--- config.mk ---
export PLATFORM = sky130hd
export DESIGN_NAME = wor_timer
export DESIGN_NICKNAME = d
export VERILOG_FILES = /design/src/logic/wor_pkg.sv /design/src/logic/wor_event_div.sv /design/src/logic/wor_timer.sv
export VERILOG_INCLUDE_DIRS = /design/src /design/src/logic
export SDC_FILE = /design/constraint.sdc
export NUM_CORES = 1
export LEC_CHECK = 0
export ABC_AREA = 1
export BUFFER_PORTS_ARGS = -buffer_cell sky130_fd_sc_hd__buf_2
export CELL_PAD_IN_SITES_DETAIL_PLACEMENT = 1
export CELL_PAD_IN_SITES_GLOBAL_PLACEMENT = 1
export CORE_ASPECT_RATIO = 0.9
export CORE_MARGIN = 2
export CORE_UTILIZATION = 30
export CTS_BUF_LIST = sky130_fd_sc_hd__clkbuf_8
export DETAILED_ROUTE_END_ITERATION = 10
export PLACE_DENSITY = 0.65
export SYNTH_ARGS = -nofsm -noshare
export SYNTH_HDL_FRONTEND = slang
export SYNTH_SLANG_ARGS = --single-unit
--- constraint.sdc ---
create_clock -name sys_clk_in -period 8 [get_ports sys_clk_in]
set_clock_uncertainty 0.05 [all_clocks]
set_input_delay 1.6 -clock sys_clk_in [delete_from_list [all_inputs] [get_ports sys_clk_in]]
set_output_delay 1.6 -clock sys_clk_in [all_outputs]
set_load 0.03 [all_outputs]
--- src/logic/wor_params.svh ---
`ifndef WOR_PARAMS_SVH
`define WOR_PARAMS_SVH

// ==========================================================================
// register offsets
`define WOR_OFS_EVT0_HI      8'h1e
`define WOR_OFS_EVT0_LO      8'h1f
`define WOR_OFS_CTRL         8'h20
`define WOR_OFS_STATUS       8'h3d
`define WOR_OFS_CMD          8'h3e

// ==========================================================================
// control register field positions
`define WOR_CTRL_PD_BIT      7
`define WOR_CTRL_DLY_HI      6
`define WOR_CTRL_DLY_LO      4
`define WOR_CTRL_CAL_BIT     3
`define WOR_CTRL_RES_HI      1
`define WOR_CTRL_RES_LO      0

// command register bits
`define WOR_CMD_WOR_BIT      0
`define WOR_CMD_RX_BIT       1
`define WOR_CMD_STOP_BIT     2

// ==========================================================================
// reset values
`define WOR_RST_EVT0         16'h876b
`define WOR_RST_PD           1'b1
`define WOR_RST_DLY          3'h7
`define WOR_RST_CAL          1'b1
`define WOR_RST_RES          2'h0

// ==========================================================================
// timing counts
`define WOR_XOSC_DIV         750
`define WOR_CAL_TICKS        8
`define FIRST_EVENT_RESOLUTION_SHIFT        5

`endif

--- src/logic/wor_pkg.sv ---
package wor_pkg;

    // ======================================================================
    // timer modes
    typedef enum logic [1:0] {
        WOR_IDLE,
        WOR_SLEEP,
        WOR_RX_TIMEOUT
    } wor_state_t;

    typedef logic [1:0] first_event_resolution_t;
    typedef logic [2:0] wor_dly_t;

endpackage : wor_pkg

--- src/logic/wor_event_div.sv ---
`timescale 1ns/1ps
`include "wor_params.svh"

module wor_event_div #(
    parameter int DIV = `WOR_XOSC_DIV
) (
    // clock and reset
    input  wire logic sys_clk_in,
    input  wire logic rst_in,
    // control
    input  wire logic run_in,
    // event clock tick
    output logic      tick_out
);
    import wor_pkg::*;

    localparam int CW = $clog2(DIV);

    logic [CW-1:0] div_r;

    // ======================================================================
    // elaboration check
    initial begin
        if (DIV < 2) begin
            $error("wor_event_div: DIV must be at least 2");
        end
    end

    // ======================================================================
    // divide crystal clock down to the event clock
    always_ff @(posedge sys_clk_in) begin
        if (rst_in || !run_in) begin
            div_r    <= '0;
            tick_out <= 1'b0;
        end else if (div_r == CW'(DIV - 1)) begin
            div_r    <= '0;
            tick_out <= 1'b1;
        end else begin
            div_r    <= div_r + 1'b1;
            tick_out <= 1'b0;
        end
    end

    // tick spacing helper; parks at all ones so the first running edge wraps it to zero
    logic [CW-1:0] gap_r;
    always_ff @(posedge sys_clk_in) begin
        if (rst_in || !run_in) begin
            gap_r <= '1;
        end else if (tick_out) begin
            gap_r <= '0;
        end else begin
            gap_r <= gap_r + 1'b1;
        end
    end

    property p_tick_spacing;
        @(posedge sys_clk_in) disable iff (rst_in)
        (tick_out && $past(run_in) && $past(tick_out) == 1'b0 && gap_r != '0)
            |-> (gap_r == CW'(DIV - 1));
    endproperty
    a_tick_spacing: assert property (p_tick_spacing)
        else $error("event tick spacing differs from divide ratio");

endmodule : wor_event_div

--- src/logic/wor_timer.sv ---
// What this block does
// - The timers run from an event clock equal to the crystal clock divided by 750.
// - The first event fires after 750 crystal periods times the count times 2^(5*resolution).
// - Second-event delay settings 0, 1 and 2 give 4, 6 and 8 event periods after the first.
// - Settings 3 to 7 give 12, 16, 24, 32 and 48 event periods; the delay resets to 7.
// - The calibration enable bit turns calibration at each sleep wake on or off and resets to one; the power-up calibration always runs.
// - Writing the power-down bit to zero starts the oscillator and an initial calibration.
// - Resolution 0 to 3 makes one count worth 1, 32, 1024 or 32768 event periods; resets to 0.
// - The resolution also bounds the longest timeout, up to about 17 hours at setting 3.
// - In receive-timeout mode every resolution setting is accepted and honoured.
`timescale 1ns/1ps
`include "wor_params.svh"

module wor_timer #(
    parameter int DIV       = `WOR_XOSC_DIV,
    parameter int CAL_TICKS = `WOR_CAL_TICKS
) (
    // clock and reset
    input  wire logic                  sys_clk_in,
    input  wire logic                  rst_in,
    // register port
    input  wire logic [7:0]            addr_in,
    input  wire logic [7:0]            wr_data_in,
    input  wire logic                  wr_in,
    input  wire logic                  rd_in,
    output logic      [7:0]            rd_data_out,
    // timer events and status
    output logic                       first_event_count_out,
    output logic                       second_event_delay_out,
    output logic                       cal_busy_out,
    output logic                       osc_on_out,
    output wor_pkg::wor_state_t        state_out
);
    import wor_pkg::*;

    // ======================================================================
    // elaboration check
    initial begin
        if (CAL_TICKS < 1 || CAL_TICKS > 255) begin
            $error("wor_timer: CAL_TICKS must be 1..255");
        end
    end

    // ======================================================================
    // decode helpers
    function automatic logic [5:0] dly_ticks(input wor_dly_t d);
        unique case (d)
            3'h0: dly_ticks = 6'd4;
            3'h1: dly_ticks = 6'd6;
            3'h2: dly_ticks = 6'd8;
            3'h3: dly_ticks = 6'd12;
            3'h4: dly_ticks = 6'd16;
            3'h5: dly_ticks = 6'd24;
            3'h6: dly_ticks = 6'd32;
            3'h7: dly_ticks = 6'd48;
        endcase
    endfunction : dly_ticks

    // last prescale value for one count
    function automatic logic [14:0] pre_last(input first_event_resolution_t r);
        logic [15:0] span;
        span     = 16'h0001 << (`FIRST_EVENT_RESOLUTION_SHIFT * r);
        pre_last = 15'(span - 16'h0001);
    endfunction : pre_last

    // ======================================================================
    // registers
    logic [15:0] evt0_r;
    logic        pd_r;
    wor_dly_t    dly_r;
    logic        cal_en_r;
    first_event_resolution_t    res_r;
    wor_state_t  state_r;
    logic [14:0] pre_r;
    logic [15:0] cnt_r;
    logic        e1_on_r;
    logic [5:0]  e1_cnt_r;
    logic [7:0]  cal_cnt_r;

    logic        tick;
    logic        wr_ctrl;
    logic        pd_wake;
    logic        start_wor;
    logic        start_rx;
    logic        stop;
    logic        unit;
    logic [16:0] evt_eff;
    logic        e0_hit;
    logic        e1_hit;
    logic        cal_start;

    // ======================================================================
    // event clock
    wor_event_div #(
        .DIV        (DIV)
    ) u_div (
        .sys_clk_in (sys_clk_in),
        .rst_in     (rst_in),
        .run_in     (!pd_r),
        .tick_out   (tick)
    );

    // ======================================================================
    // write decode
    assign wr_ctrl   = wr_in && (addr_in == `WOR_OFS_CTRL);
    assign pd_wake   = wr_ctrl && pd_r && !wr_data_in[`WOR_CTRL_PD_BIT];
    assign start_wor = wr_in && (addr_in == `WOR_OFS_CMD) && !pd_r
                       && wr_data_in[`WOR_CMD_WOR_BIT];
    assign start_rx  = wr_in && (addr_in == `WOR_OFS_CMD) && !pd_r
                       && !wr_data_in[`WOR_CMD_WOR_BIT] && wr_data_in[`WOR_CMD_RX_BIT];
    assign stop      = (wr_in && (addr_in == `WOR_OFS_CMD) && wr_data_in[`WOR_CMD_STOP_BIT])
                       || pd_r;

    // ======================================================================
    // first-event count registers
    always_ff @(posedge sys_clk_in) begin
        if (rst_in) begin
            evt0_r <= `WOR_RST_EVT0;
        end else if (wr_in && addr_in == `WOR_OFS_EVT0_HI) begin
            evt0_r[15:8] <= wr_data_in;
        end else if (wr_in && addr_in == `WOR_OFS_EVT0_LO) begin
            evt0_r[7:0] <= wr_data_in;
        end
    end

    // control register
    always_ff @(posedge sys_clk_in) begin
        if (rst_in) begin
            pd_r     <= `WOR_RST_PD;
            dly_r    <= `WOR_RST_DLY;
            cal_en_r <= `WOR_RST_CAL;
            res_r    <= `WOR_RST_RES;
        end else if (wr_ctrl) begin
            pd_r     <= wr_data_in[`WOR_CTRL_PD_BIT];
            dly_r    <= wr_data_in[`WOR_CTRL_DLY_HI:`WOR_CTRL_DLY_LO];
            cal_en_r <= wr_data_in[`WOR_CTRL_CAL_BIT];
            res_r    <= wr_data_in[`WOR_CTRL_RES_HI:`WOR_CTRL_RES_LO];
        end
    end

    // ======================================================================
    // mode state; wake-on-radio accepts any resolution, slow ones just sleep long
    always_ff @(posedge sys_clk_in) begin
        if (rst_in) begin
            state_r <= WOR_IDLE;
        end else if (stop) begin
            state_r <= WOR_IDLE;
        end else if (start_wor) begin
            state_r <= WOR_SLEEP;
        end else if (start_rx) begin
            state_r <= WOR_RX_TIMEOUT;
        end else if (e0_hit && state_r == WOR_RX_TIMEOUT) begin
            state_r <= WOR_IDLE;
        end
    end

    // ======================================================================
    // first-event timeout: prescaler then count
    assign unit    = tick && (pre_r == pre_last(res_r));
    assign evt_eff = (evt0_r == 16'h0000) ? 17'h00001 : {1'b0, evt0_r};
    assign e0_hit  = (state_r != WOR_IDLE) && unit
                     && ({1'b0, cnt_r} + 17'h00001 >= evt_eff);

    // prescaler of event ticks
    always_ff @(posedge sys_clk_in) begin
        if (rst_in || start_wor || start_rx || state_r == WOR_IDLE) begin
            pre_r <= '0;
        end else if (unit) begin
            pre_r <= '0;
        end else if (tick) begin
            pre_r <= pre_r + 15'h0001;
        end
    end

    // count of resolution units; full range bounds the longest timeout
    always_ff @(posedge sys_clk_in) begin
        if (rst_in || start_wor || start_rx || state_r == WOR_IDLE) begin
            cnt_r <= '0;
        end else if (e0_hit) begin
            cnt_r <= '0;
        end else if (unit) begin
            cnt_r <= cnt_r + 16'h0001;
        end
    end

    // ======================================================================
    // second event after each first event in wake-on-radio mode
    assign e1_hit = e1_on_r && tick && (e1_cnt_r + 6'h01 == dly_ticks(dly_r));

    always_ff @(posedge sys_clk_in) begin
        if (rst_in || stop || start_wor || start_rx) begin
            e1_on_r  <= 1'b0;
            e1_cnt_r <= '0;
        end else if (e0_hit && state_r == WOR_SLEEP) begin
            e1_on_r  <= 1'b1;
            e1_cnt_r <= '0;
        end else if (e1_hit) begin
            e1_on_r  <= 1'b0;
        end else if (e1_on_r && tick) begin
            e1_cnt_r <= e1_cnt_r + 6'h01;
        end
    end

    // ======================================================================
    // oscillator calibration, on wake-up and at each sleep wake when enabled
    assign cal_start = pd_wake || (cal_en_r && e0_hit && state_r == WOR_SLEEP);

    always_ff @(posedge sys_clk_in) begin
        if (rst_in) begin
            cal_cnt_r <= '0;
        end else if (pd_wake) begin
            cal_cnt_r <= 8'(CAL_TICKS);
        end else if (pd_r) begin
            cal_cnt_r <= '0;
        end else if (cal_start) begin
            cal_cnt_r <= 8'(CAL_TICKS);
        end else if (tick && cal_cnt_r != 8'h00) begin
            cal_cnt_r <= cal_cnt_r - 8'h01;
        end
    end

    // ======================================================================
    // registered outputs
    always_ff @(posedge sys_clk_in) begin
        if (rst_in) begin
            first_event_count_out   <= 1'b0;
            second_event_delay_out   <= 1'b0;
            cal_busy_out <= 1'b0;
            osc_on_out   <= 1'b0;
            state_out    <= WOR_IDLE;
        end else begin
            first_event_count_out   <= e0_hit;
            second_event_delay_out   <= e1_hit;
            cal_busy_out <= (cal_start || cal_cnt_r != 8'h00) && !pd_r;
            osc_on_out   <= !pd_r;
            state_out    <= state_r;
        end
    end

    // read data, one cycle after the strobe
    always_ff @(posedge sys_clk_in) begin
        if (rst_in) begin
            rd_data_out <= 8'h00;
        end else if (rd_in) begin
            unique case (addr_in)
                `WOR_OFS_EVT0_HI: rd_data_out <= evt0_r[15:8];
                `WOR_OFS_EVT0_LO: rd_data_out <= evt0_r[7:0];
                `WOR_OFS_CTRL:    rd_data_out <= {pd_r, dly_r, cal_en_r, 1'b0, res_r};
                `WOR_OFS_STATUS:  rd_data_out <= {4'h0, !pd_r, cal_cnt_r != 8'h00,
                                                  state_r};
                default:          rd_data_out <= 8'h00;
            endcase
        end else begin
            rd_data_out <= 8'h00;
        end
    end

    // ======================================================================
    // checking helpers: event ticks since start or last first event
    logic [31:0] span_r;
    logic [5:0]  e1_span_r;
    logic [31:0] span_exp;
    assign span_exp = {16'h0000, evt_eff[15:0]} << (`FIRST_EVENT_RESOLUTION_SHIFT * res_r);

    always_ff @(posedge sys_clk_in) begin
        if (rst_in || start_wor || start_rx || e0_hit || state_r == WOR_IDLE) begin
            span_r <= '0;
        end else if (tick) begin
            span_r <= span_r + 32'h00000001;
        end
    end

    always_ff @(posedge sys_clk_in) begin
        if (rst_in || e0_hit) begin
            e1_span_r <= '0;
        end else if (tick && e1_span_r != 6'h3f) begin
            e1_span_r <= e1_span_r + 6'h01;
        end
    end

    property p_first_event;
        @(posedge sys_clk_in) disable iff (rst_in)
        e0_hit && !$past(wr_in) |-> (span_r + 32'h00000001 == span_exp);
    endproperty
    a_first_event: assert property (p_first_event)
        else $error("first event fired at wrong tick count");

    property p_second_short;
        @(posedge sys_clk_in) disable iff (rst_in)
        e1_hit && dly_r <= 3'h2 && $stable(dly_r)
            |-> (e1_span_r + 6'h01 == 6'd4 + {2'h0, dly_r, 1'b0});
    endproperty
    a_second_short: assert property (p_second_short)
        else $error("short second-event delay is wrong");

    property p_second_long;
        @(posedge sys_clk_in) disable iff (rst_in)
        e1_hit && dly_r == 3'h7 |-> (e1_span_r == 6'd47);
    endproperty
    a_second_long: assert property (p_second_long)
        else $error("second-event delay for setting 7 is not 48");

    property p_cal_periodic;
        @(posedge sys_clk_in) disable iff (rst_in)
        e0_hit && state_r == WOR_SLEEP && !stop |=> ##1 (cal_busy_out == cal_en_r ||
                                                          $past(pd_wake, 2));
    endproperty
    a_cal_periodic: assert property (p_cal_periodic)
        else $error("calibration enable not honoured");

    property p_wake_cal;
        @(posedge sys_clk_in) disable iff (rst_in)
        pd_wake |-> ##2 (osc_on_out && cal_busy_out) ##1 (osc_on_out || pd_r);
    endproperty
    a_wake_cal: assert property (p_wake_cal)
        else $error("power-up did not start calibration");

    property p_unit_span;
        @(posedge sys_clk_in) disable iff (rst_in)
        unit && res_r == 2'h1 && $stable(res_r) |-> (pre_r == 15'd31);
    endproperty
    a_unit_span: assert property (p_unit_span)
        else $error("resolution unit span is wrong");

    property p_max_span;
        @(posedge sys_clk_in) disable iff (rst_in)
        (state_r != WOR_IDLE) |-> (span_r < 32'h80000000);
    endproperty
    a_max_span: assert property (p_max_span)
        else $error("timeout ran past the longest span");

    property p_rx_any_res;
        @(posedge sys_clk_in) disable iff (rst_in)
        start_rx && !stop |=> (state_r == WOR_RX_TIMEOUT) ##1 (state_out == WOR_RX_TIMEOUT);
    endproperty
    a_rx_any_res: assert property (p_rx_any_res)
        else $error("receive timeout refused");

endmodule : wor_timer

==> impl_metrics.toml, run 1 <==
[yosys]
dominantRegCellSynth = "dfxtp_1"
yosys_register_bits = 101
synth_top_cells_by_area = "dfxtp_1, nand2_1, inv_1, nor2_1, ha_1"
syn_area_per_cell_um2 = 7.44
netlist.area_leader.share_pct = 38.1
yosysTopAreaCell = "dfxtp_1"
synth_warnings = 0
synth_edf_count = 0
syn_area_mm2 = 0.00530
syn_inst = 713
synth.distinct_cells = 47
async_flop_share_pct = 0
synthesis.nets = 756
yosysSeqAreaShare_pct = 38.1

[drt]
dr.pass1.iters = 4
wl_met1_um = 7130
vias = 4680
wl_met2_um = 7000
routed_wl_um = 14600
vias_per_cell = 4.71
drc_errors = 0
drt_iter0_drc = 197
maxUsedRoutingLayer = "met4"
wl_per_cell_um = 14.7
ant_nets = 0
wl_met3_um = 191

[die]
start_util_pct = 30.4
io-pin-count = 34
die_y_um = 130
coreArea_mm2 = 0.0174
num_rows = 46
dieArea_mm2 = 0.0188
die_w_um = 144

[timing]
finalHoldWorstSlack_ns = 0.430
finalSetupViolations = 0
setup_tns_ns = 0
final_max_slew_viol_count = 0
hold_viol = 0
finalCritPeriodShare_pct = 40.1
min_period_ns = 3.21
slew_headroom_pct = 38.3
fmax_mhz = 312
rsz0062_at_grt = "false"
worst_pin_slew_ns = 0.916

[run_status]
status = "finished, final reports clean"

[critical_path]
crit_path_max_fanout = 5
cp.required_ns = 8.27
max_stage_delay_ns = 0.45
end_kind = "flop"
crit_arrival_ns = 3.48
worstSetupStartpoint = "cnt_r[0]"
cp_top_family = "simple AND/OR/NAND/NOR gates"
path_cells = "ha_1 > nand2_1 > nor2_1 > nand2_4 > nor2_1 > nand3_1 > xnor2_1 > ha_1 > a21oi_1 > nor2_1 > nor2_1 > nand3_1 > nor2_2 > nand2_2 > nand3_1 > nand2_1 > inv_2 > o21ai_0 > nor2_1"
cpMostUsedCell = "nor2_1"
rr_startpoint = "cnt_r[0]"
critPathSlowestCell = "dfxtp_1"
crit_path_start_kind = "flop"
critPathKind = "flop to flop"
crit_buf_inv = 1

[power_and_ir_drop]
netSwitchingFraction_pct = 22.3
p_sw_mw = 0.199
power_density_mw_per_mm2 = 150
ir_drop_mv = 0.0532
pwr-share-comb_pct = 2.2
clkPwrFrac_pct = 41.4
p_total_mw = 0.892
p_int_mw = 0.693
seqPwrFrac_pct = 56.4
p_leak_nw = 2.44

[global_route]
grt_pass1_wl_um = 24000
grt_max_degree = 23
grt_pass1_vias = 4934
overflow = 0
antenna_found_initial = 0
grt_usage_pct = 16.2

[clock_tree]
cts.reportedPaths.clkPinSlew_ns = 0.10
cts_made_buffers = 9
post_cts_resized = 0
htreeDepth = 3
post-cts-setup-buffer-count = 0
cts_buffer_depth = 2
hold_buffers = 0
cts_sinks = 101
clock_latency_ns = 0.39
ctsRootBufferMaster = "clkbuf_8"
cts_tree = "yes"

[placed_design]
numPortBuffers = 33
gp_congestion = 0.812
dpl_cell_area_mm2 = 0.00572
hpwl_um = 11700

[worst_hold_path]
holdCritPathClass = "flop to flop"
hp-start = "u_div.div_r[7]"

[cells_and_area]
fin_util_pct = 34.1
area_growth_pct = 12.0
drive_gt1_share_pct = 13.8
design_area_mm2 = 0.00594
fillCellCount = 2170
antennaDiodeCount = 0
nets = 792

[flow_run]
maxCapViolCount = 0
## registers in the layout, summed over array words and instances (netlist names), 3 cells and up, named ones only
| signal | flops |
|---|---|
| dly_r | 3 |
| cal_cnt_r | 8 |
| evt0_r | 16 |
| e1_cnt_r | 6 |
| pre_r | 15 |
| u_div.div_r | 10 |
| rd_data_out | 8 |
| cnt_r | 16 |
## Yosys cell counts, types with 4 or more instances
cell type  count
a21oi_1       38
a21oi_2       10
a221oi_1       5
dfxtp_1      101
ha_1          23
inv_1        104
inv_2          6
nand2_1      140
nand2_2        8
nand3_1       30
nand4_1       14
nor2_1        82
nor2_2        11
nor2_4         4
nor3_1        18
nor4_1         8
o211ai_1      12
o21ai_0       21
o22ai_1        7
xnor2_1       13
xor2_1        16
## tightest hold or removal path, delay by kind of cell (launching register included)
kind                   cells  cell delay, ns
AOI/OAI and AO/OA          1            0.06
buffers and inverters      1            0.06
DFF                        1            0.31
## logic make-up (layout without fill, tap and decap cells)
kind of cell,after synthesis,in the layout,synth area share [%]
fa+ha+maj,23,23,5.43
mux,2,2,0.566
xor+xnor,29,29,4.79
compound gates,108,108,12.8
buf+inv,118,158,8.69
simple gates,332,332,29.6
flops,101,101,38.1
## per-layer routing
metal	up-vias	track usage, %
met5	-	0
met2	36	28.5
li1	2391	-
met3	16	1.87
met4	0	5.71
met1	2237	20.7
## power groups by stage
stage,clock [mW],sequential [mW],combinational [mW]
5_1_grt,0.406,0.503,0.0214
3_3_place_gp,0,0.515,0.0190
2_1_floorplan,0,0.515,0.00865
4_1_cts,0.384,0.503,0.0198
6_report,0.369,0.503,0.0197
3_5_place_dp,0,0.515,0.0197
## metrics by stage
stage	instances	setup WS, ns
2_1_floorplan	713	4.93
3_3_place_gp	978	4.71
3_5_place_dp	978	4.55
4_1_cts	993	4.77
5_1_grt	993	4.45
6_report	993	4.79
## worst paths after layout
kind,endpoint,slack [ns],cells past startpoint
max reg2reg,e1_cnt_r[5],4.79,19
max,e1_cnt_r[5],4.79,19
min reg2reg,u_div.div_r[7],0.43,2
min,u_div.div_r[7],0.43,2
## cell type report
type / instances / area (um^2) / area share [%]
Clock buffer: 10 / 138 / 2.32
Clock inverter: 5 / 82.6 / 1.39
Inverter: 110 / 413 / 6.95
Multi-Input combinational cell: 494 / 2820 / 47.5
Sequential cell: 101 / 2020 / 34.0
Tap cell: 240 / 300 / 5.06
Timing Repair Buffer: 33 / 165 / 2.78
## cells in the final DEF (no fill, tap or decap), types with 11 or more instances in the layout
master	n
a21oi_1	38
buf_2	33
dfxtp_1	101
ha_1	23
inv_1	104
nand2_1	140
nand3_1	30
nand4_1	14
nor2_1	82
nor2_2	11
nor3_1	18
o211ai_1	12
o21ai_0	21
xnor2_1	13
xor2_1	16
Note: power is estimated with default switching activity, not from simulation.
==> inputs of run 2 (changes only) <==
==> constraint.sdc (replaced) <==
create_clock -name sys_clk_in -period 3 [get_ports sys_clk_in]
set_clock_uncertainty 0.05 [all_clocks]
set_input_delay 0.6 -clock sys_clk_in [delete_from_list [all_inputs] [get_ports sys_clk_in]]
set_output_delay 0.6 -clock sys_clk_in [all_outputs]
set_load 0.03 [all_outputs]
==> run 2 against run 1 <==
Against the previous run: first-iteration DRC count decreased by 4.6%; power rose to 2.6 times the previous value; worst setup slack lost 4.6 ns; combinational power grew to 2.7 times the previous value; final cell count increased by 0.70%; worst hold slack got worse by 0.0056 ns; global-route usage is 0.20 points higher; flip-flop and latch count did not move; count of clock-buffer cells in the layout rose by 1; routed wire length increased by 2.9%; critical endpoint is now cnt_r[13].
==> impl_metrics.toml, run 2 (synthesis results as in run 1) <==
[critical_path]
worstSetupEndpoint = "cnt_r[13]"
worstSetupStartpoint = "cnt_r[0]"
crit_arrival_ns = 3.04
rr_startpoint = "cnt_r[0]"
critPathKind = "flop to flop"
r2r_setup_slack_ns = 0.21
end_kind = "flop"
cp.required_ns = 3.25
r2r_cells = 16
r2r_end = "cnt_r[13]"
crit_path_start_kind = "flop"
crit_path_max_fanout = 16

[drt]
wl_met3_um = 355
routed_wl_um = 15000
wl_met2_um = 7150
dr.pass1.iters = 4
drt_iter0_drc = 188
wl_per_cell_um = 15.0
vias_per_cell = 4.80
ant_nets = 0
wl_met1_um = 7170
drc_errors = 0
maxUsedRoutingLayer = "met4"
vias = 4802

[timing]
slew_headroom_pct = 52.7
min_period_ns = 2.79
finalHoldWorstSlack_ns = 0.425
finalCritPeriodShare_pct = 93.1
hold_viol = 0
finalSetupViolations = 0
fmax_mhz = 358
worst_pin_slew_ns = 0.703
fin_ws_ns = 0.207
final_max_slew_viol_count = 0

[global_route]
grt_max_degree = 23
grt_pass1_vias = 4854
overflow = 0
antenna_found_initial = 0
grt_usage_pct = 16.4
grt_pass1_wl_um = 24100

[run_status]
status = "finished, final reports clean"

[cells_and_area]
reg_top3 = "cnt_r (16), evt0_r (16), pre_r (15)"
final_cell_mix = "nand2_1, inv_1, dfxtp_1"
fillCellCount = 2172
area_growth_pct = 14.4
final-seq-area_mm2 = 0.00203
nets = 799
drive_gt1_share_pct = 16.7
design_area_mm2 = 0.00606
mostFrequentLayoutCell = "nand2_1"
antennaDiodeCount = 0
multiInputGateArea_mm2 = 0.00291

[die]
num_rows = 46
dieArea_mm2 = 0.0188
die_y_um = 130
start_util_pct = 30.4
coreArea_mm2 = 0.0174
io-pin-count = 34
die_w_um = 144

[clock_tree]
cts_buffer_depth = 2
cts_made_buffers = 9
htreeDepth = 3
cts_tree = "yes"
clock_latency_ns = 0.38
hold_buffers = 0
cts_sinks = 101
ctsRootBufferMaster = "clkbuf_8"
cts.reportedPaths.clkPinSlew_ns = 0.09

[placed_design]
gp_congestion = 0.822
dpl_cell_area_mm2 = 0.00576
hpwl_um = 11800
place_ws_ns = -0.0393
numPortBuffers = 33

[power_and_ir_drop]
p_total_mw = 2.29
ir_drop_mv = 0.220
p_leak_nw = 2.49
power_density_mw_per_mm2 = 377

[worst_hold_path]
holdCritPathClass = "input port to flop"
hold_path_depth = 3

[flow_run]
maxCapViolCount = 0
==> run 2: cell count changes in the layout (fill, tap and decap cells not counted), sizes merged <==
cell	delta
clkbuf	+1
clkinv	-1
bufinv	-1
buf	+7
inv	+1
==> run 2: layout make-up <==
| cell class | instances | area share [%] |
|---|---|---|
| multi-input cells | 494 | 48.0 |
| clock inverters | 4 | 0.681 |
| clock buffers | 11 | 2.50 |
| repair buffers | 40 | 3.59 |
| flip-flops and latches | 101 | 33.5 |
| well taps | 240 | 4.95 |
| inverters | 110 | 6.81 |
==> run 2: metal layers <==
layer	vias to the layer above	track usage [%]
li1	2405	-
met1	2316	21.0
met2	62	28.2
met3	19	2.09
met4	0	6.57
met5	-	0
==> run 2: how the worst min path moves through the flow <==
stage	startpoint	to	slack, ns
2_1_floorplan	u_div.div_r[0]	u_div.div_r[0]	0.38
3_3_place_gp	u_div.div_r[0]	u_div.div_r[0]	0.40
5_1_grt	wr_data_in[0]	evt0_r[8]	0.42
4_1_cts	wr_data_in[0]	evt0_r[8]	0.41
6_report	wr_data_in[0]	evt0_r[8]	0.42
3_5_place_dp	u_div.div_r[0]	u_div.div_r[0]	0.41
==> run 2: repair_timing <==
item / in CTS / in global routing
endpoints found under the setup margin: 7 / 32
hold endpoints to repair: 0 / 0
resized for setup: 3 / 21
setup buffers: 0 / 1
pin swaps: 0 / 1
==> run 2: report_power, final <==
group / switching [mW] / internal (mW)
Sequential: 0.000751 / 1.34
Clock: 0.473 / 0.419
Combinational: 0.0378 / 0.0160
Total: 0.511 / 1.77
==> run 2: worst max-delay path: stages (launching register included) <==
cell and delay [ns]:
dfxtp_4 0.38, ha_2 0.20, nand2_1 0.08, nor2_2 0.13
nand2_4 0.09, nor2_2 0.13, xor2_1 0.27, ha_1 0.30
nand4_1 0.17, nor2_2 0.06, nand2_1 0.07, nand3_1 0.08
nor2_2 0.13, nand2_2 0.11, nand2_2 0.16, nand2_8 0.13
a211oi_2 0.17
==> run 2: metrics by stage <==
step | cells | util [%] | TNS, ns
2_1_floorplan | 713 | - | 0
3_3_place_gp | 984 | 33.1 | 0
3_5_place_dp | 984 | 33.1 | -0.0557
4_1_cts | 999 | 34.2 | 0
5_1_grt | 1000 | 34.8 | -0.0164
6_report | 1000 | 34.8 | 0
==> inputs of run 3 (changes only) <==
--- a/config.mk
+++ b/config.mk
@@ -10,7 +10,7 @@
 export BUFFER_PORTS_ARGS = -buffer_cell sky130_fd_sc_hd__buf_2
 export CELL_PAD_IN_SITES_DETAIL_PLACEMENT = 1
 export CELL_PAD_IN_SITES_GLOBAL_PLACEMENT = 1
-export CORE_ASPECT_RATIO = 0.9
+export CORE_ASPECT_RATIO = 1.75
 export CORE_MARGIN = 2
 export CORE_UTILIZATION = 30
 export CTS_BUF_LIST = sky130_fd_sc_hd__clkbuf_8
==> run 3 against run 2 <==
Against the previous run: non-clock buffer count is 14 higher; maximum frequency fell by 3.1%; via count increased by 1.7%; sequential power about the same; design area increased by 1.8%; largest power group unchanged; worst hold slack got worse by 0.0025 ns; critical path type unchanged.
==> impl_metrics.toml, run 3 (synthesis results as in run 1) <==
[critical_path]
crit_path_start_kind = "flop"
cp_top_family = "simple AND/OR/NAND/NOR gates"
critPathKind = "flop to flop"
end_kind = "flop"
critPathSlowestCell = "dfxtp_1"
crit_buf_inv = 0
max_stage_delay_ns = 0.37
crit_arrival_ns = 3.14
crit_path_max_fanout = 16
path_cells = "nand3_1 > nor2_2 > nand2_1 > nor2_4 > nand4_1 > xnor2_1 > ha_1 > nand4_1 > nor2_1 > nand2_1 > nand3_1 > nor2_2 > nand2_2 > nand2_2 > nand2_8 > a211oi_1"
worstSetupStartpoint = "cnt_r[2]"
rr_startpoint = "cnt_r[2]"
cp.required_ns = 3.26

[placed_design]
dpl_cell_area_mm2 = 0.00584
gp_congestion = 0.830
place_inst = 987
numPortBuffers = 33
hpwl_um = 12900

[run_status]
status = "finished, final reports clean"

[power_and_ir_drop]
power_density_mw_per_mm2 = 362
p_leak_nw = 2.54
p_total_mw = 2.23
ir_drop_mv = 0.168

[global_route]
grt_pass1_vias = 5254
antenna_found_initial = 1
grt_pass1_wl_um = 25400
grt_max_degree = 19
grt_usage_pct = 17.1
overflow = 0

[die]
num_rows = 64
dieArea_mm2 = 0.0188
coreArea_mm2 = 0.0174
die_y_um = 180
io-pin-count = 34
start_util_pct = 30.5
die_w_um = 104

[drt]
wl_per_cell_um = 15.6
ant_nets = 0
drc_errors = 0
routed_wl_um = 15700
vias_per_cell = 4.85
drt_iter0_drc = 108
dr.pass1.iters = 4
vias = 4882

[cells_and_area]
design_area_mm2 = 0.00617
stdcell_count = 1007
nets = 813
mostFrequentLayoutCell = "nand2_1"
drive_gt1_share_pct = 18.5
area_growth_pct = 16.5
reg_top3 = "cnt_r (16), evt0_r (16), pre_r (15)"
final_cell_mix = "nand2_1, inv_1, dfxtp_1"

[clock_tree]
cts_buffer_depth = 2
hold_buffers = 0
cts_made_buffers = 9
ctsRootBufferMaster = "clkbuf_8"
clock_latency_ns = 0.40
htreeDepth = 3
cts_sinks = 101
cts_tree = "yes"
cts.reportedPaths.clkPinSlew_ns = 0.10

[timing]
hold_viol = 0
finalCritPeriodShare_pct = 96.1
finalHoldWorstSlack_ns = 0.422
rsz0062_at_grt = "true"
slew_headroom_pct = 57.0
finalSetupViolations = 0
worst_pin_slew_ns = 0.640
setup_tns_ns = 0
min_period_ns = 2.88
final_max_slew_viol_count = 0
fmax_mhz = 347

[worst_hold_path]
hp-start = "cal_cnt_r[0]"
holdCritPathClass = "flop to flop"

[flow_run]
maxCapViolCount = 0
run 3: timing repair:
item,in CTS,in global routing
hold endpoints to repair,0,0
setup buffers,0,3
gates resized for setup,3,21
endpoints found under the setup margin,2,33
pin swaps,0,5
run 3: worst register-to-register path: cells and delay by family (launching register included):
| kind | cells | cell delay [ns] |
|---|---|---|
| AND/OR/NAND/NOR | 13 | 1.56 |
| flip-flops | 1 | 0.37 |
| adder cells (fa/ha/maj) | 1 | 0.33 |
| AO/OA/AOI/OAI | 1 | 0.21 |
| XOR/XNOR | 1 | 0.29 |
run 3: cell type report:
class	instances	area [um^2]
fillers	2208	11200
multi-input cells	494	2930
flip-flops and latches	101	2030
inverters	110	413
repair buffers	54	335
well taps	231	289
clock buffers	9	124
clock inverters	7	57.6
diodes	1	2.50
run 3: report_power, final:
part           internal, mW  switching (mW)  total [mW]
clock network         0.312           0.528       0.840
logic                0.0160          0.0363      0.0524
registers              1.34        0.000762        1.34
total                  1.67           0.565        2.23
run 3: layer usage:
metal  part of all wire [%]  wire, um  track usage, %
met1                     37      5740            16.2
met2                     56      8820            33.8
met3                    2.6       410            2.94
met4                    4.6       718            9.08
met5                      0         0               0
run 3: path summary, 6_finish.rpt:
| path | cells past startpoint | slack, ns | end |
|---|---|---|---|
| setup / recovery | 16 | 0.12 | cnt_r[13] |
| hold / removal | 2 | 0.42 | cal_cnt_r[0] |
| setup reg to reg | 16 | 0.12 | cnt_r[13] |
| hold reg to reg | 2 | 0.42 | cal_cnt_r[0] |
run 3: through the flow:
stage / utilization (%) / setup slack (ns)
floorplan: - / 0.375
detailed placement: 33.6 / 0.00763
global route: 35.5 / -0.0684
global placement: 33.6 / 0.101
finish: 35.5 / 0.116
CTS: 34.8 / 0.00619
